File: src/hw/bptc_pkg.sv
// Constants shared by the pattern test control block.
package bptc_pkg;

	// ------------------------------------------------------------
	// Register offsets (12-bit register port address).
	// ------------------------------------------------------------
	localparam logic [11:0] SWITCH_CTRL_OFS   = 12'h121;
	localparam logic [11:0] PATTERN_CTRL_OFS  = 12'h123;
	localparam logic [11:0] CHECK_ERRCNT_OFS  = 12'h12E;
	localparam logic [11:0] CHECK_STATUS_OFS  = 12'h12F;

	// ------------------------------------------------------------
	// Field positions.
	// ------------------------------------------------------------
	localparam int PATTERN_SWITCH_BIT    = 3;
	localparam int PATTERN_TYPE_BIT      = 7;
	localparam int ERROR_INJECT_BIT      = 6;
	localparam int DATA_INVERT_BIT       = 5;
	localparam int GEN_ENABLE_BIT        = 2;
	localparam int STAT_SYNCED_BIT       = 0;
	localparam int STAT_FIFO_FULL_BIT    = 1;
	localparam int STAT_FIFO_EMPTY_BIT   = 2;

	// ------------------------------------------------------------
	// Reset values.
	// ------------------------------------------------------------
	localparam logic [7:0] PATTERN_CTRL_RST = 8'h00;
	localparam logic       SWITCH_RST       = 1'h0;
	localparam logic [7:0] ERRCNT_RST       = 8'h00;

	// ------------------------------------------------------------
	// Pattern generator shape.
	// ------------------------------------------------------------
	localparam int          LFSR_W      = 20;
	localparam int          PRBS_TAP_A  = 14;
	localparam int          PRBS_TAP_B  = 13;
	localparam int          QRTS_TAP_A  = 19;
	localparam int          QRTS_TAP_B  = 16;
	localparam logic [19:0] LFSR_SEED   = 20'hFFFFF;
	localparam logic [4:0]  SYNC_BITS   = 5'h14;

	// ------------------------------------------------------------
	// Buffer between generator and output.
	// ------------------------------------------------------------
	localparam int FIFO_WIDTH = 1;
	localparam int FIFO_DEPTH = 16;

endpackage : bptc_pkg

File: src/hw/bptc_top.sv
// Per-channel test pattern generation, error injection and checking.
//
// Design decision made here: the strobed register port.
`timescale 1ns/1ps

// What this block does
// - Type bit picks PRBS15 or quasi-random pattern.
// - Switch off: transmit path sends pattern to line.
// - Switch on: receive path sends pattern to backplane.
// - Inject bit rising edge flips one bit.
// - Injected error follows the generating path.
// - Injection ignored while the generator is off.
// - Invert bit inverts generated and checked data.
// - Switch off: transmit inverts out, receive in.
// - Switch on: receive inverts out, transmit in.
// - Generator enable bit turns generation on, off.
module bptc_top (
	// Clock and reset.
	input  wire logic        clk,
	input  wire logic        rst_n,
	// Register port.
	input  wire logic [11:0] reg_addr,
	input  wire logic [7:0]  reg_wdata,
	input  wire logic        reg_wr,
	input  wire logic        reg_rd,
	output logic      [7:0]  reg_rdata,
	// Transmit path: framer data in, line data out.
	input  wire logic        tx_in_bit,
	input  wire logic        tx_in_valid,
	output logic             tx_line_bit,
	output logic             tx_line_valid,
	input  wire logic        tx_line_ready,
	// Receive path: line data in, backplane data out.
	input  wire logic        rx_in_bit,
	input  wire logic        rx_in_valid,
	output logic             rx_bp_bit,
	output logic             rx_bp_valid,
	input  wire logic        rx_bp_ready
);

	// ------------------------------------------------------------
	// Control registers.
	// ------------------------------------------------------------
	logic       pattern_type_select_r;
	logic       single_error_inject_r;
	logic       pattern_data_invert_r;
	logic       pattern_generator_enable_r;
	logic       pattern_switch_r;
	logic [7:0] reg_rdata_r;

	// Write decode, one strobe per register.
	logic wr_pattern_ctrl;
	logic wr_switch_ctrl;
	logic wr_errcnt;

	assign wr_pattern_ctrl = reg_wr && (reg_addr == bptc_pkg::PATTERN_CTRL_OFS);
	assign wr_switch_ctrl  = reg_wr && (reg_addr == bptc_pkg::SWITCH_CTRL_OFS);
	assign wr_errcnt       = reg_wr && (reg_addr == bptc_pkg::CHECK_ERRCNT_OFS);

	// ------------------------------------------------------------
	// Pattern control register.
	// ------------------------------------------------------------

	// Software-owned control bits; the inject bit also serves as the
	// remembered previous value for edge detection.
	always_ff @(posedge clk or negedge rst_n)
	begin
		if (!rst_n)
		begin
			pattern_type_select_r      <= 1'h0;
			single_error_inject_r      <= 1'h0;
			pattern_data_invert_r      <= 1'h0;
			pattern_generator_enable_r <= 1'h0;
		end
		else if (wr_pattern_ctrl)
		begin
			pattern_type_select_r      <=
				reg_wdata[bptc_pkg::PATTERN_TYPE_BIT];
			single_error_inject_r      <=
				reg_wdata[bptc_pkg::ERROR_INJECT_BIT];
			pattern_data_invert_r      <=
				reg_wdata[bptc_pkg::DATA_INVERT_BIT];
			pattern_generator_enable_r <=
				reg_wdata[bptc_pkg::GEN_ENABLE_BIT];
		end
	end

	// Path switch bit.
	always_ff @(posedge clk or negedge rst_n)
	begin
		if (!rst_n)
			pattern_switch_r <= bptc_pkg::SWITCH_RST;
		else if (wr_switch_ctrl)
			pattern_switch_r <= reg_wdata[bptc_pkg::PATTERN_SWITCH_BIT];
	end

	// ------------------------------------------------------------
	// Single error injection.
	// ------------------------------------------------------------
	logic inject_edge;
	logic err_pending_r;
	logic gen_push;

	// Only a 0 to 1 change of the stored bit arms an error; writing 1
	// over 1 does nothing, so software must write 0 in between.
	assign inject_edge = wr_pattern_ctrl
		&& reg_wdata[bptc_pkg::ERROR_INJECT_BIT]
		&& !single_error_inject_r;

	// One pending error is consumed by the next generated bit. A new
	// edge in the same cycle as consumption re-arms, so it is not lost.
	always_ff @(posedge clk or negedge rst_n)
	begin
		if (!rst_n)
			err_pending_r <= 1'h0;
		else if (!pattern_generator_enable_r)
			err_pending_r <= 1'h0;
		else if (inject_edge)
			err_pending_r <= 1'h1;
		else if (gen_push)
			err_pending_r <= 1'h0;
	end

	// ------------------------------------------------------------
	// Pattern generator and output buffer.
	// ------------------------------------------------------------
	logic raw_bit;
	logic gen_bit;
	logic fifo_in_ready;
	logic fifo_out_valid;
	logic fifo_out_ready;
	logic fifo_out_bit;
	logic fifo_full;
	logic fifo_empty;
	logic sink_ready;
	logic fifo_flush;

	// The generator runs only while enabled and while the buffer has
	// room, so a stalled output stalls the sequence instead of
	// dropping bits from it. It also holds during a flush, because a
	// bit stepped out then would be thrown away with the stale ones.
	assign gen_push = pattern_generator_enable_r && fifo_in_ready
		&& !fifo_flush;

	bptc_gen u_gen (
		.clk      (clk),
		.rst_n    (rst_n),
		.step     (gen_push),
		.qrts_sel (pattern_type_select_r),
		.gen_bit  (raw_bit)
	);

	// Inversion and the pending error are applied before buffering.
	assign gen_bit = raw_bit
		^ pattern_data_invert_r
		^ err_pending_r;

	// Draining side follows the path that currently carries the pattern.
	assign sink_ready = pattern_switch_r ? rx_bp_ready : tx_line_ready;
	assign fifo_out_ready = sink_ready && pattern_generator_enable_r;

	// Disabling the generator or moving it to the other path flushes
	// stale bits, but after a path change the newly chosen output still shows the oldest one for one cycle.
	logic switch_d_r;

	// Delayed switch copy marks the cycle right after a path change.
	always_ff @(posedge clk or negedge rst_n)
	begin
		if (!rst_n)
			switch_d_r <= bptc_pkg::SWITCH_RST;
		else
			switch_d_r <= pattern_switch_r;
	end

	// The flush acts at the edge after the write, so it never collides
	// with the first bit buffered after the generator is turned on.
	assign fifo_flush = (switch_d_r != pattern_switch_r)
		|| !pattern_generator_enable_r;

	bptc_fifo #(
		.WIDTH (bptc_pkg::FIFO_WIDTH),
		.DEPTH (bptc_pkg::FIFO_DEPTH)
	) u_fifo (
		.clk       (clk),
		.rst_n     (rst_n),
		.flush     (fifo_flush),
		.in_valid  (gen_push),
		.in_ready  (fifo_in_ready),
		.in_data   (gen_bit),
		.out_valid (fifo_out_valid),
		.out_ready (fifo_out_ready),
		.out_data  (fifo_out_bit),
		.full      (fifo_full),
		.empty     (fifo_empty)
	);

	// ------------------------------------------------------------
	// Path outputs.
	// ------------------------------------------------------------
	logic tx_pass_bit_r;
	logic tx_pass_valid_r;
	logic rx_pass_bit_r;
	logic rx_pass_valid_r;
	logic tx_gen_sel;
	logic rx_gen_sel;

	// Ordinary traffic is carried through one register stage.
	always_ff @(posedge clk or negedge rst_n)
	begin
		if (!rst_n)
		begin
			tx_pass_bit_r   <= 1'h0;
			tx_pass_valid_r <= 1'h0;
			rx_pass_bit_r   <= 1'h0;
			rx_pass_valid_r <= 1'h0;
		end
		else
		begin
			tx_pass_bit_r   <= tx_in_bit;
			tx_pass_valid_r <= tx_in_valid;
			rx_pass_bit_r   <= rx_in_bit;
			rx_pass_valid_r <= rx_in_valid;
		end
	end

	// Which output is replaced by the pattern.
	assign tx_gen_sel = pattern_generator_enable_r && !pattern_switch_r;
	assign rx_gen_sel = pattern_generator_enable_r && pattern_switch_r;

	// Transmit toward the line.
	assign tx_line_bit   = tx_gen_sel ? fifo_out_bit : tx_pass_bit_r;
	assign tx_line_valid = tx_gen_sel ? fifo_out_valid
		: tx_pass_valid_r;

	// Receive toward the backplane.
	assign rx_bp_bit     = rx_gen_sel ? fifo_out_bit : rx_pass_bit_r;
	assign rx_bp_valid   = rx_gen_sel ? fifo_out_valid
		: rx_pass_valid_r;

	// ------------------------------------------------------------
	// Pattern checker.
	// ------------------------------------------------------------
	logic                        chk_bit;
	logic                        chk_valid;
	logic [bptc_pkg::LFSR_W-1:0] chk_sr_r;
	logic [4:0]                  chk_fill_r;
	logic                        chk_synced;
	logic                        chk_predict;
	logic                        chk_miss;
	logic [7:0]                  err_count_r;

	// The checker watches the path opposite the generator, with the
	// same inversion undone before comparison.
	assign chk_bit = (pattern_switch_r ? tx_in_bit : rx_in_bit)
		^ pattern_data_invert_r;
	assign chk_valid = pattern_switch_r ? tx_in_valid : rx_in_valid;

	// Self-synchronising prediction from the last received bits.
	assign chk_predict = pattern_type_select_r
		? (chk_sr_r[bptc_pkg::QRTS_TAP_A] ^ chk_sr_r[bptc_pkg::QRTS_TAP_B])
		: (chk_sr_r[bptc_pkg::PRBS_TAP_A] ^ chk_sr_r[bptc_pkg::PRBS_TAP_B]);
	assign chk_synced = (chk_fill_r == bptc_pkg::SYNC_BITS);
	assign chk_miss   = chk_valid && chk_synced && (chk_bit != chk_predict);

	// History register and fill count; any pattern control write restarts the fill,
	// because after a type change the old history predicts the wrong polynomial.
	always_ff @(posedge clk or negedge rst_n)
	begin
		if (!rst_n)
		begin
			chk_sr_r   <= '0;
			chk_fill_r <= '0;
		end
		else if (wr_pattern_ctrl)
		begin
			chk_fill_r <= '0;
		end
		else if (chk_valid)
		begin
			chk_sr_r <= {chk_sr_r[bptc_pkg::LFSR_W-2:0], chk_bit};
			if (!chk_synced)
				chk_fill_r <= chk_fill_r + 1'b1;
		end
	end

	// Saturating mismatch count; a miss in the clearing cycle counts.
	always_ff @(posedge clk or negedge rst_n)
	begin
		if (!rst_n)
			err_count_r <= bptc_pkg::ERRCNT_RST;
		else if (wr_errcnt)
			err_count_r <= chk_miss ? 8'h01 : 8'h00;
		else if (chk_miss && (err_count_r != 8'hFF))
			err_count_r <= err_count_r + 1'b1;
	end

	// ------------------------------------------------------------
	// Register read port.
	// ------------------------------------------------------------
	logic [7:0] rd_mux;

	// Unmapped addresses and unused bits read as zero.
	always_comb
	begin
		rd_mux = 8'h00;
		unique case (reg_addr)
			bptc_pkg::PATTERN_CTRL_OFS:
			begin
				rd_mux[bptc_pkg::PATTERN_TYPE_BIT] = pattern_type_select_r;
				rd_mux[bptc_pkg::ERROR_INJECT_BIT] = single_error_inject_r;
				rd_mux[bptc_pkg::DATA_INVERT_BIT]  = pattern_data_invert_r;
				rd_mux[bptc_pkg::GEN_ENABLE_BIT]   = pattern_generator_enable_r;
			end
			bptc_pkg::SWITCH_CTRL_OFS:
				rd_mux[bptc_pkg::PATTERN_SWITCH_BIT] = pattern_switch_r;
			bptc_pkg::CHECK_ERRCNT_OFS:
				rd_mux = err_count_r;
			bptc_pkg::CHECK_STATUS_OFS:
			begin
				rd_mux[bptc_pkg::STAT_SYNCED_BIT]     = chk_synced;
				rd_mux[bptc_pkg::STAT_FIFO_FULL_BIT]  = fifo_full;
				rd_mux[bptc_pkg::STAT_FIFO_EMPTY_BIT] = fifo_empty;
			end
			default:
				rd_mux = 8'h00;
		endcase
	end

	// Read data stand for exactly the cycle after the strobe.
	always_ff @(posedge clk or negedge rst_n)
	begin
		if (!rst_n)
			reg_rdata_r <= 8'h00;
		else
			reg_rdata_r <= reg_rd ? rd_mux : 8'h00;
	end

	assign reg_rdata = reg_rdata_r;

endmodule : bptc_top

File: src/hw/bptc_fifo.sv
// Small synchronous FIFO with valid and ready on both sides.
`timescale 1ns/1ps
module bptc_fifo #(
	parameter int WIDTH = 1,
	parameter int DEPTH = 16
)(
	// Clock and reset.
	input  wire logic             clk,
	input  wire logic             rst_n,
	// Synchronous flush.
	input  wire logic             flush,
	// Filling side.
	input  wire logic             in_valid,
	output logic                  in_ready,
	input  wire logic [WIDTH-1:0] in_data,
	// Draining side.
	output logic                  out_valid,
	input  wire logic             out_ready,
	output logic [WIDTH-1:0]      out_data,
	// Fill state.
	output logic                  full,
	output logic                  empty
);

	localparam int AW = $clog2(DEPTH);

	logic [WIDTH-1:0] mem_r [DEPTH];
	logic [AW-1:0]    wr_ptr_r;
	logic [AW-1:0]    rd_ptr_r;
	logic [AW:0]      count_r;
	logic             push;
	logic             pop;

	// Handshakes; full and empty follow the occupancy count.
	assign full      = (count_r == (AW+1)'(DEPTH));
	assign empty     = (count_r == '0);
	assign in_ready  = !full;
	assign out_valid = !empty;
	assign out_data  = mem_r[rd_ptr_r];
	assign push      = in_valid && in_ready;
	assign pop       = out_valid && out_ready;

	// Storage has no reset; only words below the count are ever read.
	always_ff @(posedge clk)
	begin
		if (push)
			mem_r[wr_ptr_r] <= in_data;
	end

	// Pointers and occupancy.
	always_ff @(posedge clk or negedge rst_n)
	begin
		if (!rst_n)
		begin
			wr_ptr_r <= '0;
			rd_ptr_r <= '0;
			count_r  <= '0;
		end
		else if (flush)
		begin
			wr_ptr_r <= '0;
			rd_ptr_r <= '0;
			count_r  <= '0;
		end
		else
		begin
			if (push)
				wr_ptr_r <= (wr_ptr_r == AW'(DEPTH-1)) ? '0 : wr_ptr_r + 1'b1;
			if (pop)
				rd_ptr_r <= (rd_ptr_r == AW'(DEPTH-1)) ? '0 : rd_ptr_r + 1'b1;
			if (push && !pop)
				count_r <= count_r + 1'b1;
			else if (pop && !push)
				count_r <= count_r - 1'b1;
		end
	end

endmodule : bptc_fifo

File: src/hw/bptc_gen.sv
// Pseudo-random pattern source with two selectable polynomials.
`timescale 1ns/1ps
module bptc_gen (
	// Clock and reset.
	input  wire logic clk,
	input  wire logic rst_n,
	// Control.
	input  wire logic step,
	input  wire logic qrts_sel,
	// Pattern bit for the current step.
	output logic      gen_bit
);

	logic [bptc_pkg::LFSR_W-1:0] lfsr_r;
	logic                        fb;

	// Feedback picks the short or the long polynomial.
	assign fb = qrts_sel
		? (lfsr_r[bptc_pkg::QRTS_TAP_A] ^ lfsr_r[bptc_pkg::QRTS_TAP_B])
		: (lfsr_r[bptc_pkg::PRBS_TAP_A] ^ lfsr_r[bptc_pkg::PRBS_TAP_B]);
	assign gen_bit = fb;

	// Shift register advances one bit per accepted step.
	always_ff @(posedge clk or negedge rst_n)
	begin
		if (!rst_n)
			lfsr_r <= bptc_pkg::LFSR_SEED;
		else if (step)
			lfsr_r <= {lfsr_r[bptc_pkg::LFSR_W-2:0], fb};
	end

endmodule : bptc_gen

File: config.mk
export PLATFORM = sky130hd
export DESIGN_NAME = bptc_top
export DESIGN_NICKNAME = d
export VERILOG_FILES = /design/src/hw/bptc_pkg.sv /design/src/hw/bptc_top.sv /design/src/hw/bptc_fifo.sv /design/src/hw/bptc_gen.sv
export SDC_FILE = /design/constraint.sdc
export NUM_CORES = 1
export LEC_CHECK = 0
export ABC_AREA = 1
export BUFFER_PORTS_ARGS = -buffer_cell sky130_fd_sc_hd__buf_2
export CORE_AREA = 2 2 109 111
export CTS_CLUSTER_DIAMETER = 80
export DETAILED_ROUTE_END_ITERATION = 10
export DIE_AREA = 0 0 111 113
export PLACE_DENSITY_LB_ADDON = 0.08
export SETUP_SLACK_MARGIN = 0.3
export SLEW_MARGIN = 10
export SYNTH_ARGS = -nofsm -noshare
export SYNTH_HDL_FRONTEND = slang
export SYNTH_SLANG_ARGS = --single-unit
File: constraint.sdc
create_clock -name clk -period 4.5 [get_ports clk]
set_input_delay 0.45 -clock clk [delete_from_list [all_inputs] [get_ports clk]]
set_output_delay 0.45 -clock clk [all_outputs]
set_load 0.01 [all_outputs]
======== Word-level counts from Yosys, hierarchy flattened ========
Memories as Yosys holds them, arrays and structs flattened.
Index checks and enable logic that the tools add are counted.
word-level totals
  register bits after elaboration ......... 85
  bits in writable memories ............... 16
  bits of input ports ..................... 30
  output and inout port bits .............. 12
  logic and storage cells ................. 116
  memories kept ........................... 1
memory list
  name          depth  width  read ports  clocked after memory_dff  write ports  line             source
  u_fifo.mem_r  16     1      1           0                         1            bptc_fifo.sv:27  logic [WIDTH-1:0] mem_r [DEPTH];
cells by class
  add/sub/neg operators ................... 6
  equality and inequality tests ........... 13
  muxes and demuxes ....................... 35
  bitwise gates (word level) .............. 8
  reduce and logical (&&, ||, !) cells .... 34
operators with widths
  cell                 count
  $eq 12x9->1 const B  4
  $mux 5               6
  $mux 4               6
  $mux 8               3
  $logic_and 1x1->1    17
  $mux 1               16
  $add 5x1->5 const B  2
  $eq 5x5->1 const B   2
  $add 4x1->4 const B  2
  $add 8x1->8 const B  1
  $eq 4x4->1 const B   2
  $logic_not 1->1      8
  $ne 8x8->1 const B   1
  $reduce_bool 2->1    4
  $xor 1x1->1          7
  $pmux 3 s2           1
  $logic_not 5->1      1
  $sub 5x1->5 const B  1
  $pmux 2 s2           1
  $reduce_and 2->1     2
  $ne 3x1->1 const B   1
  $pmux 1 s3           1
  $reduce_bool 3->1    1
  $ne 1x1->1           2
  4 further kinds      4

======== Logic depth before layout (Yosys ltp) ========
Gate-level depths: netlist of the first run.
  word-level depth ........................ 10
  gate-level depth with buffers ........... 14
  gate-level depth less buffers ........... 12

======== Modules after synthesis ========
Synthesis of the first run repeated with hierarchy kept, for this count alone.
unflattened totals
  cells, all modules ...................... 598
  area, all modules ....................... 5087.4 um2
by module, submodules not included
  module     times used  cells an instance  area an instance (um2)  seq. area each (um2)
  bptc_top   1           337                2692.6                  1301.2
  bptc_fifo  1           178                1590.3                  805.8
  bptc_gen   1           83                 804.5                   525.5

======== Worst setup path before layout of the first run ========
OpenSTA, ideal clock, no wires.
  path kind ............................... register to register
  from .................................... reg pattern_switch_r
  to ...................................... reg u_fifo.count_r[4]
  library setup time ...................... 117 ps
  data arrival time ....................... 1932 ps
  required time ........................... 4383 ps
  setup slack ............................. 2451 ps
  stages on the path, launching flop included .. 14
  buffers on the path ..................... 2
  clock period less this slack ............ 2049 ps
  cells stage by stage .................... dfrtp_1 > buf_6 > inv_4 > nor2_1 > nor2_2 > buf_6 > nand3_4 > fa_1 > a21oi_1 > nor2_1 > nor2_1 > nand3_1 > nand3_1 > nand2_1
on the way
  cells in the longest elaborated chain, start to end .. 8
  elaborated cells on any way between the ends .. 15
  those cells by class .................... 1 x eq/ne; 3 x mux; 11 x reduce/logical
RTL lines
  element                                               line                              source
  start, declared                                       bptc_top.sv:48                    logic pattern_switch_r;
  start signal, assigned                                bptc_top.sv:92                    pattern_switch_r <= bptc_pkg::SWITCH_RST;
  start signal, assigned                                bptc_top.sv:94                    pattern_switch_r <= reg_wdata[bptc_pkg::PATTERN_SWITCH_BIT];
  $ne 1x1->1                                            bptc_top.sv:177                   assign fifo_flush = (switch_d_r != pattern_switch_r)
  $logic_or 1x1->1                                      bptc_top.sv:178                   || !pattern_generator_enable_r;
  $logic_not 1->1                                       bptc_top.sv:143                   && !fifo_flush;
  $logic_and 1x1->1                                     bptc_top.sv:143
  $logic_and 1x1->1                                     bptc_fifo.sv:40                   assign push = in_valid && in_ready;
  $logic_and 1x1->1 or $logic_not 1->1 (tied branches)  bptc_fifo.sv:71, bptc_fifo.sv:73
  $mux 5 or $logic_and 1x1->1 (tied branches)           bptc_fifo.sv:71, bptc_fifo.sv:73
  $mux 5 or $reduce_bool 3->1 (tied branches)           -
  end signal, assigned                                  bptc_fifo.sv:72                   count_r <= count_r + 1'b1;
  end signal, assigned                                  bptc_fifo.sv:74                   count_r <= count_r - 1'b1;
  end, declared                                         bptc_fifo.sv:30                   logic [AW:0] count_r;
Parallel ways exist; a longest one is shown, timed or not.
A chain may end at the register's enable or synchronous reset.

======== Worst setup path in the final report of the first run ========
  from .................................... reg pattern_switch_r
  to ...................................... mem u_fifo.mem_r[11] (enable)
on the way
  cells in the longest elaborated chain, start to end .. 7
RTL lines
  element                       line             source
  $ne 1x1->1                    bptc_top.sv:177
  $logic_or 1x1->1              bptc_top.sv:178
  $logic_not 1->1               bptc_top.sv:143
  $logic_and 1x1->1             bptc_top.sv:143
  $logic_and 1x1->1             bptc_fifo.sv:40
  $mux 1                        bptc_fifo.sv:46  if (push)
  $mux 1 (not written as such)  bptc_fifo.sv:47  mem_r[wr_ptr_r] <= in_data;
  end, declared                 bptc_fifo.sv:27
Every way passes these cells.

==> summary.txt, run 1 <==
Synthesis
  • Yosys Warn Count: 0
  • Syn_nets: 627
  • Mapped Area: 0.00503 sq mm
  • Syn Area/Cell: 8.62 sq um
  • #FFs+latches synth: 101
  • Synth cell types: 38
  • Cells after Synth: 584
  • Sequential fraction of the synthesis area: 0.523

Pwr
  • Leak: 2.76 nW
  • Worst IR Drop VDD: 0.281 mV
  • Pwr Density: 499 mW/mm^2
  • Tot Pwr: 2.82 mW

GRT
  • Grt total ovfl: 0
  • Largest net degree at the start of global routing: 53
  • First-pass GRT wire length: 18.0 mm
  • Initial antenna violation count: 0
  • All-Layer GR Usage: 0.177
  • Vias in the first global route: 3,855

Timing
  • Worst Tran Pin Value: 678 ps
  • TNS Setup: 0 ps
  • Final hold vios: 0
  • Final setup vio count: 0
  • Fmax: 351 MHz
  • Final Skew: 9.12 ps
  • Hold WS: 145 ps
  • Fin. max-slew vios: 0
  • Relative slew margins: 0.548
  • Fin crit period: 2850 ps
  • Final period util: 0.632
  • RSZ-0062 raised after global routing: no
  • Setup ws final: 1650 ps

Final layout
  • Final instance area: 0.00565 sq mm
  • Antenna diodes: 0
  • Register area: 0.00263 sq mm
  • Util after Layout: 0.501
  • Layout cells sized above 1: 0.166
  • Final std cells w/o fill: 768
  • Layout area overhead: 12.2%
  • Area of the multi-input gates: 0.00205 sq mm
  • Layout Nets: 663
  • Fillers: 1,091

Setup path
  • Worst endpoint required time: 4550 ps
  • Reg2reg path depth: 8
  • Reg2Reg Setup Slack: 1650 ps
  • CP Capture Type: flip-flop
  • Worst Setup SP: pattern_switch_r
  • Worst EP arrival: 2900 ps
  • Slowest stage cell, crit path: dfrtp_1
  • Worst path cell trace: inv_4 > nand2_2 > nand2_2 > nor2_2 > nand2_2 > inv_2 > nand2_1 > nor2_1
  • Top cell by count, worst path: nand2_2
  • Worst setup path endpoint: u_fifo.mem_r[11]
  • RR Startpoint: pattern_switch_r
  • CP max stage delay: 560 ps
  • CP Launch Type: flip-flop
  • CP Class: reg -> reg
  • Worst Path Max Fanout: 27
  • RR Endpoint: u_fifo.mem_r[11]

Route
  • Final wirelength: 10.2 mm
  • DR vias: 3,854
  • Drt drc: 0
  • Post-DR wirelength/cell: 13.3 um
  • Vias/cell: 5.02
  • Drt pass-1 iters: 4
  • DRT antenna net count: 0
  • Initial DRC Count: 221

Clocking
  • Longest Clk Path Bufs: 2
  • Clock root cell: clkbuf_16
  • Post-CTS Setup Bufs: 0
  • Reg clk slew, reported paths: 70 ps
  • CTS tree: done
  • H-Tree Depth: 3
  • Worst-Skew Late Latency: 350 ps
  • Hold Buf Count CTS: 0
  • Post-CTS sizing: 0
  • CTS Buf Count: 9
  • Clk sinks: 101

Outcome
  • Status: complete, no violations

Floorplanning
  • Die Y: 113 um
  • Core Area: 0.0113 sq mm
  • Die Area: 0.0125 sq mm
  • # rows: 39
  • DIE WIDTH: 111 um
  • Initial core utilization: 0.447
  • Io pins: 42

Placement
  • Placed cells: 752
  • RD Place Congestion: 0.831
  • Post-Place Worst Slack: 1620 ps
  • PortBufs: 38
  • HPWL Detailed: 7.35 mm
  • Post-DP Area: 0.00531 sq mm

Flow run
  • Max-Cap Viols: 0

Worst hold path
  • Hold Path Class: in -> async
==> how the worst min path moves through the flow <==
stage / endpoint / slack (ps)
2_1_floorplan: chk_fill_r[0] / 150
3_3_place_gp: u_gen.lfsr_r[6] / 450
3_5_place_dp: u_gen.lfsr_r[2] / 450
4_1_cts: chk_sr_r[14] / 170
5_1_grt: chk_sr_r[14] / 200
6_report: chk_sr_r[14] / 140
==> cell usage in the layout (no fill, tap or decap), drive strengths merged <==
cell type,instances
a21boi,1
a21oi,19
a31oi,2
buf,39
bufinv,3
clkbuf,9
clkinv,4
dfrtp,65
dfstp,20
edfxtp,16
fa,1
ha,12
inv,67
mux2,1
nand2,180
nand3,63
nand3b,2
nand4,13
nor2,52
nor3,6
o211ai,3
o21a,1
o21ai,27
o22ai,6
xnor2,3
xor2,10
==> registers in the layout, indices dropped and copies added (netlist names) <==
signal and flops:
pattern_switch_r 1, single_error_inject_r 1, tx_pass_bit_r 1, pattern_type_select_r 1, u_fifo.mem_r 16, reg_rdata 8, pattern_data_invert_r 1, pattern_generator_enable_r 1
u_fifo.count_r 5, chk_fill_r 5, u_fifo.wr_ptr_r 4, err_pending_r 1, u_gen.lfsr_r 20, rx_pass_bit_r 1, rx_pass_valid_r 1, tx_pass_valid_r 1
u_fifo.rd_ptr_r 4, switch_d_r 1, chk_sr_r 20, err_count_r 8
==> power breakdown <==
group | total (mW) | internal (mW) | leakage [nW] | switching (mW)
sequential | 1.19 | 1.06 | 1.12 | 0.132
clock | 0.884 | 0.542 | 0.169 | 0.342
combinational | 0.747 | 0.273 | 1.48 | 0.474
total | 2.82 | 1.87 | 2.76 | 0.948
==> cells by family after synthesis <==
logic type	count (synthesis)	share of synthesized area
AOI/OAI and AO/OA	59	0.0639
xor gates and xnor gates	13	0.0226
adders and majority gates	13	0.0338
buffers and inverters	81	0.0708
DFF	101	0.523
muxes	1	0.00224
and+or+nand+nor	316	0.284
==> layout make-up <==
type | count | area share
Clock buffer | 9 | 0.0399
Clock inverter | 7 | 0.0202
Inverter | 67 | 0.0450
Multi-Input combinational cell | 402 | 0.362
Sequential cell | 101 | 0.466
Tap cell | 143 | 0.0317
Timing Repair Buffer | 39 | 0.0354
==> per-layer routing <==
layer  GRT usage  up-vias  wire length (um)  part of all wire
met4      0.0892        0               282             0.028
met1       0.240     1799              4920              0.48
met5           0        -                 0                 0
li1            -     1959                 -                 -
met2       0.276       75              4640              0.45
met3      0.0311       21               394             0.038
==> cell usage after synthesis, drive strengths merged <==
master	number	share of area
a21boi	1	0.0015
a21oi	19	0.020
a31oi	2	0.0025
buf	14	0.020
dfrtp	65	0.32
dfstp	20	0.10
edfxtp	16	0.095
fa	1	0.0040
ha	12	0.030
inv	67	0.050
mux2	1	0.0022
nand2	180	0.14
nand3	63	0.066
nand3b	2	0.0030
nand4	13	0.016
nor2	52	0.044
nor3	6	0.011
o211ai	3	0.0045
o21a	1	0.0015
o21ai	27	0.027
o22ai	6	0.0075
xnor2	3	0.0052
xor2	10	0.017
==> worst max-delay path, delay by kind of cell (launching register included) <==
kind	cells	cell delay [ps]
simple gates	6	1410
buf+inv	2	590
flops	1	560
Note: power is estimated with default switching activity, not from simulation.
==> run 2, diff against run 1 <==
Clock period 4.5 ns to 2.85 ns, I/O delays scaled along.
==> run 2 against run 1 <==
Effect of this change:
- critical path depth unchanged
- first-iteration DRC count decreased by 28%
- global-route usage decreased by 0.15 points
- critical endpoint is now rx_bp_bit
- hold slack got worse by 68 ps
==> summary.txt, run 2 (synthesis gave the netlist of run 1 again) <==
Outcome
  • Status: complete, no violations

Clocking
  • Clock root cell: clkbuf_16
  • Clk sinks: 101 (unchanged)
  • Post-CTS Setup Bufs: 0 (unchanged)
  • Worst-Skew Late Latency: 340 ps (about the same)
  • H-Tree Depth: 3 (unchanged)
  • Reg clk slew, reported paths: 70 ps (about the same)
  • Hold Buf Count CTS: 0 (unchanged)
  • CTS tree: done
  • CTS Buf Count: 9 (unchanged)
  • Post-CTS sizing: 0 (unchanged)
  • Longest Clk Path Bufs: 2 (unchanged)

Setup path
  • Worst endpoint required time: 2570 ps (-1980 ps)
  • Reg2Reg Setup Slack: 620 ps (-1030 ps)
  • RR Startpoint: pattern_switch_r
  • Worst EP arrival: 2090 ps (-810 ps)
  • CP Class: reg -> out
  • CP Capture Type: output port
  • Worst Setup SP: u_fifo.rd_ptr_r[0]
  • Reg2reg path depth: 9 (+1)
  • RR Endpoint: u_fifo.mem_r[4]
  • Worst Path Max Fanout: 13 (-52%)
  • CP Launch Type: flip-flop

Timing
  • Worst Tran Pin Value: 984 ps (+306 ps)
  • Fmax: 421 MHz
  • RSZ-0062 raised after global routing: no
  • Final period util: 0.833
  • Final Skew: 5.20 ps (-3.92 ps)
  • Fin. max-slew vios: 0 (unchanged)
  • Final hold vios: 0 (unchanged)
  • Final setup vio count: 0 (unchanged)
  • Relative slew margins: 0.344 (-0.204)
  • TNS Setup: 0 ps (unchanged)
  • Fin crit period: 2370 ps

Placement
  • HPWL Detailed: 7.21 mm (-1.9%)
  • PortBufs: 38 (unchanged)
  • RD Place Congestion: 0.816 (-1.8%)
  • Post-DP Area: 0.00533 sq mm (+0.42%)

Worst hold path
  • Hold EP: tx_pass_bit_r
  • Hold_sp: tx_in_bit
  • Hold Path Class: in -> reg
  • Hold path depth: 1

Final layout
  • Layout cells sized above 1: 0.169 (+0.00239)
  • Antenna diodes: 0 (unchanged)
  • Area of the multi-input gates: 0.00205 sq mm (unchanged)
  • Commonest cells after routing, fill and taps aside: nand2_1, dfrtp_1, inv_1
  • Layout area overhead: 12.7%
  • Final instance area: 0.00567 sq mm (+0.42%)
  • Fillers: 1,083 (-0.73%)
  • Register area: 0.00263 sq mm (unchanged)
  • Layout Nets: 666 (+0.45%)
  • Most common cell after layout, fill and taps aside: nand2_1
  • Largest regs: chk_sr_r (20), u_gen.lfsr_r (20), u_fifo.mem_r (16)

Floorplanning
  • Die Y: 113 um (unchanged)
  • Initial core utilization: 0.447 (unchanged)
  • Io pins: 42 (unchanged)
  • # rows: 39 (unchanged)
  • DIE WIDTH: 111 um (unchanged)
  • Core Area: 0.0113 sq mm (unchanged)
  • Die Area: 0.0125 sq mm (unchanged)

GRT
  • First-pass GRT wire length: 17.7 mm (-1.9%)
  • Largest net degree at the start of global routing: 79 (+49%)
  • Grt total ovfl: 0 (unchanged)
  • All-Layer GR Usage: 0.175 (-0.00152)
  • Initial antenna violation count: 0 (unchanged)
  • Vias in the first global route: 3,763 (-2.4%)

Flow run
  • Max-Cap Viols: 0 (unchanged)

Route
  • Vias/cell: 5.04 (+0.33%)
  • Drt pass-1 iters: 5 (+1)
  • Drt drc: 0 (unchanged)
  • Final wirelength: 10.2 mm (-0.78%)
  • Post-DR wirelength/cell: 13.2 um (-1.2%)
  • Initial DRC Count: 160 (-28%)
  • DR vias: 3,882 (+0.73%)
  • DRT antenna net count: 0 (unchanged)

Pwr
  • Leak: 2.77 nW (+0.29%)
  • Tot Pwr: 4.45 mW (+58%)
  • Pwr Density: 784 mW/mm^2 (+57%)
  • Worst IR Drop VDD: 0.402 mV (+43%)
## run 2: stage by stage
step	std cells	hold WS, ps	util	setup slack (ps)
3_3_place_gp	755	412	0.473	644
5_1_grt	771	65.5	0.503	358
4_1_cts	771	60.8	0.503	507
3_5_place_dp	755	412	0.473	606
2_1_floorplan	584	-10.6	-	801
6_report	771	76.2	0.503	477
## run 2: worst max path at each step
stage / endpoint / slack, ps / depth (start not counted)
after floorplan: u_fifo.count_r[4] / 800 / 13
after global routing: rx_bp_bit / 360 / 8
final: rx_bp_bit / 480 / 8
after CTS: rx_bp_bit / 510 / 8
after detailed placement: u_fifo.mem_r[6] / 610 / 9
after global placement: u_fifo.mem_r[5] / 640 / 9
## run 2: final cells by class
type / count / share of cell area
well taps: 143 / 0.0315
clock buffers: 10 / 0.0404
inverters: 67 / 0.0448
clock inverters: 6 / 0.0196
multi-input cells: 402 / 0.361
flip-flops and latches: 101 / 0.464
repair buffers: 42 / 0.0393
## run 2: worst max-delay path, stage by stage (launching register included)
cell     delay (ps)
dfrtp_1         530
inv_1           260
nand2_1          80
nand3_1          90
nand2_1          50
nor2_1          130
nand2_1         120
a31oi_1         300
buf_2           190
## run 2: power by group
part,leakage (nW),internal [mW],total [mW],switching (mW)
Sequential,1.12,1.67,1.88,0.210
Clock,0.163,0.858,1.37,0.516
Combinational,1.49,0.437,1.19,0.752
Total,2.77,2.97,4.45,1.48
## run 2: metal layers
layer  track usage  routed length (um)
met5             0                   0
met4        0.0783                 221
met3        0.0316                 420
met2         0.284                4780
met1         0.233                4730
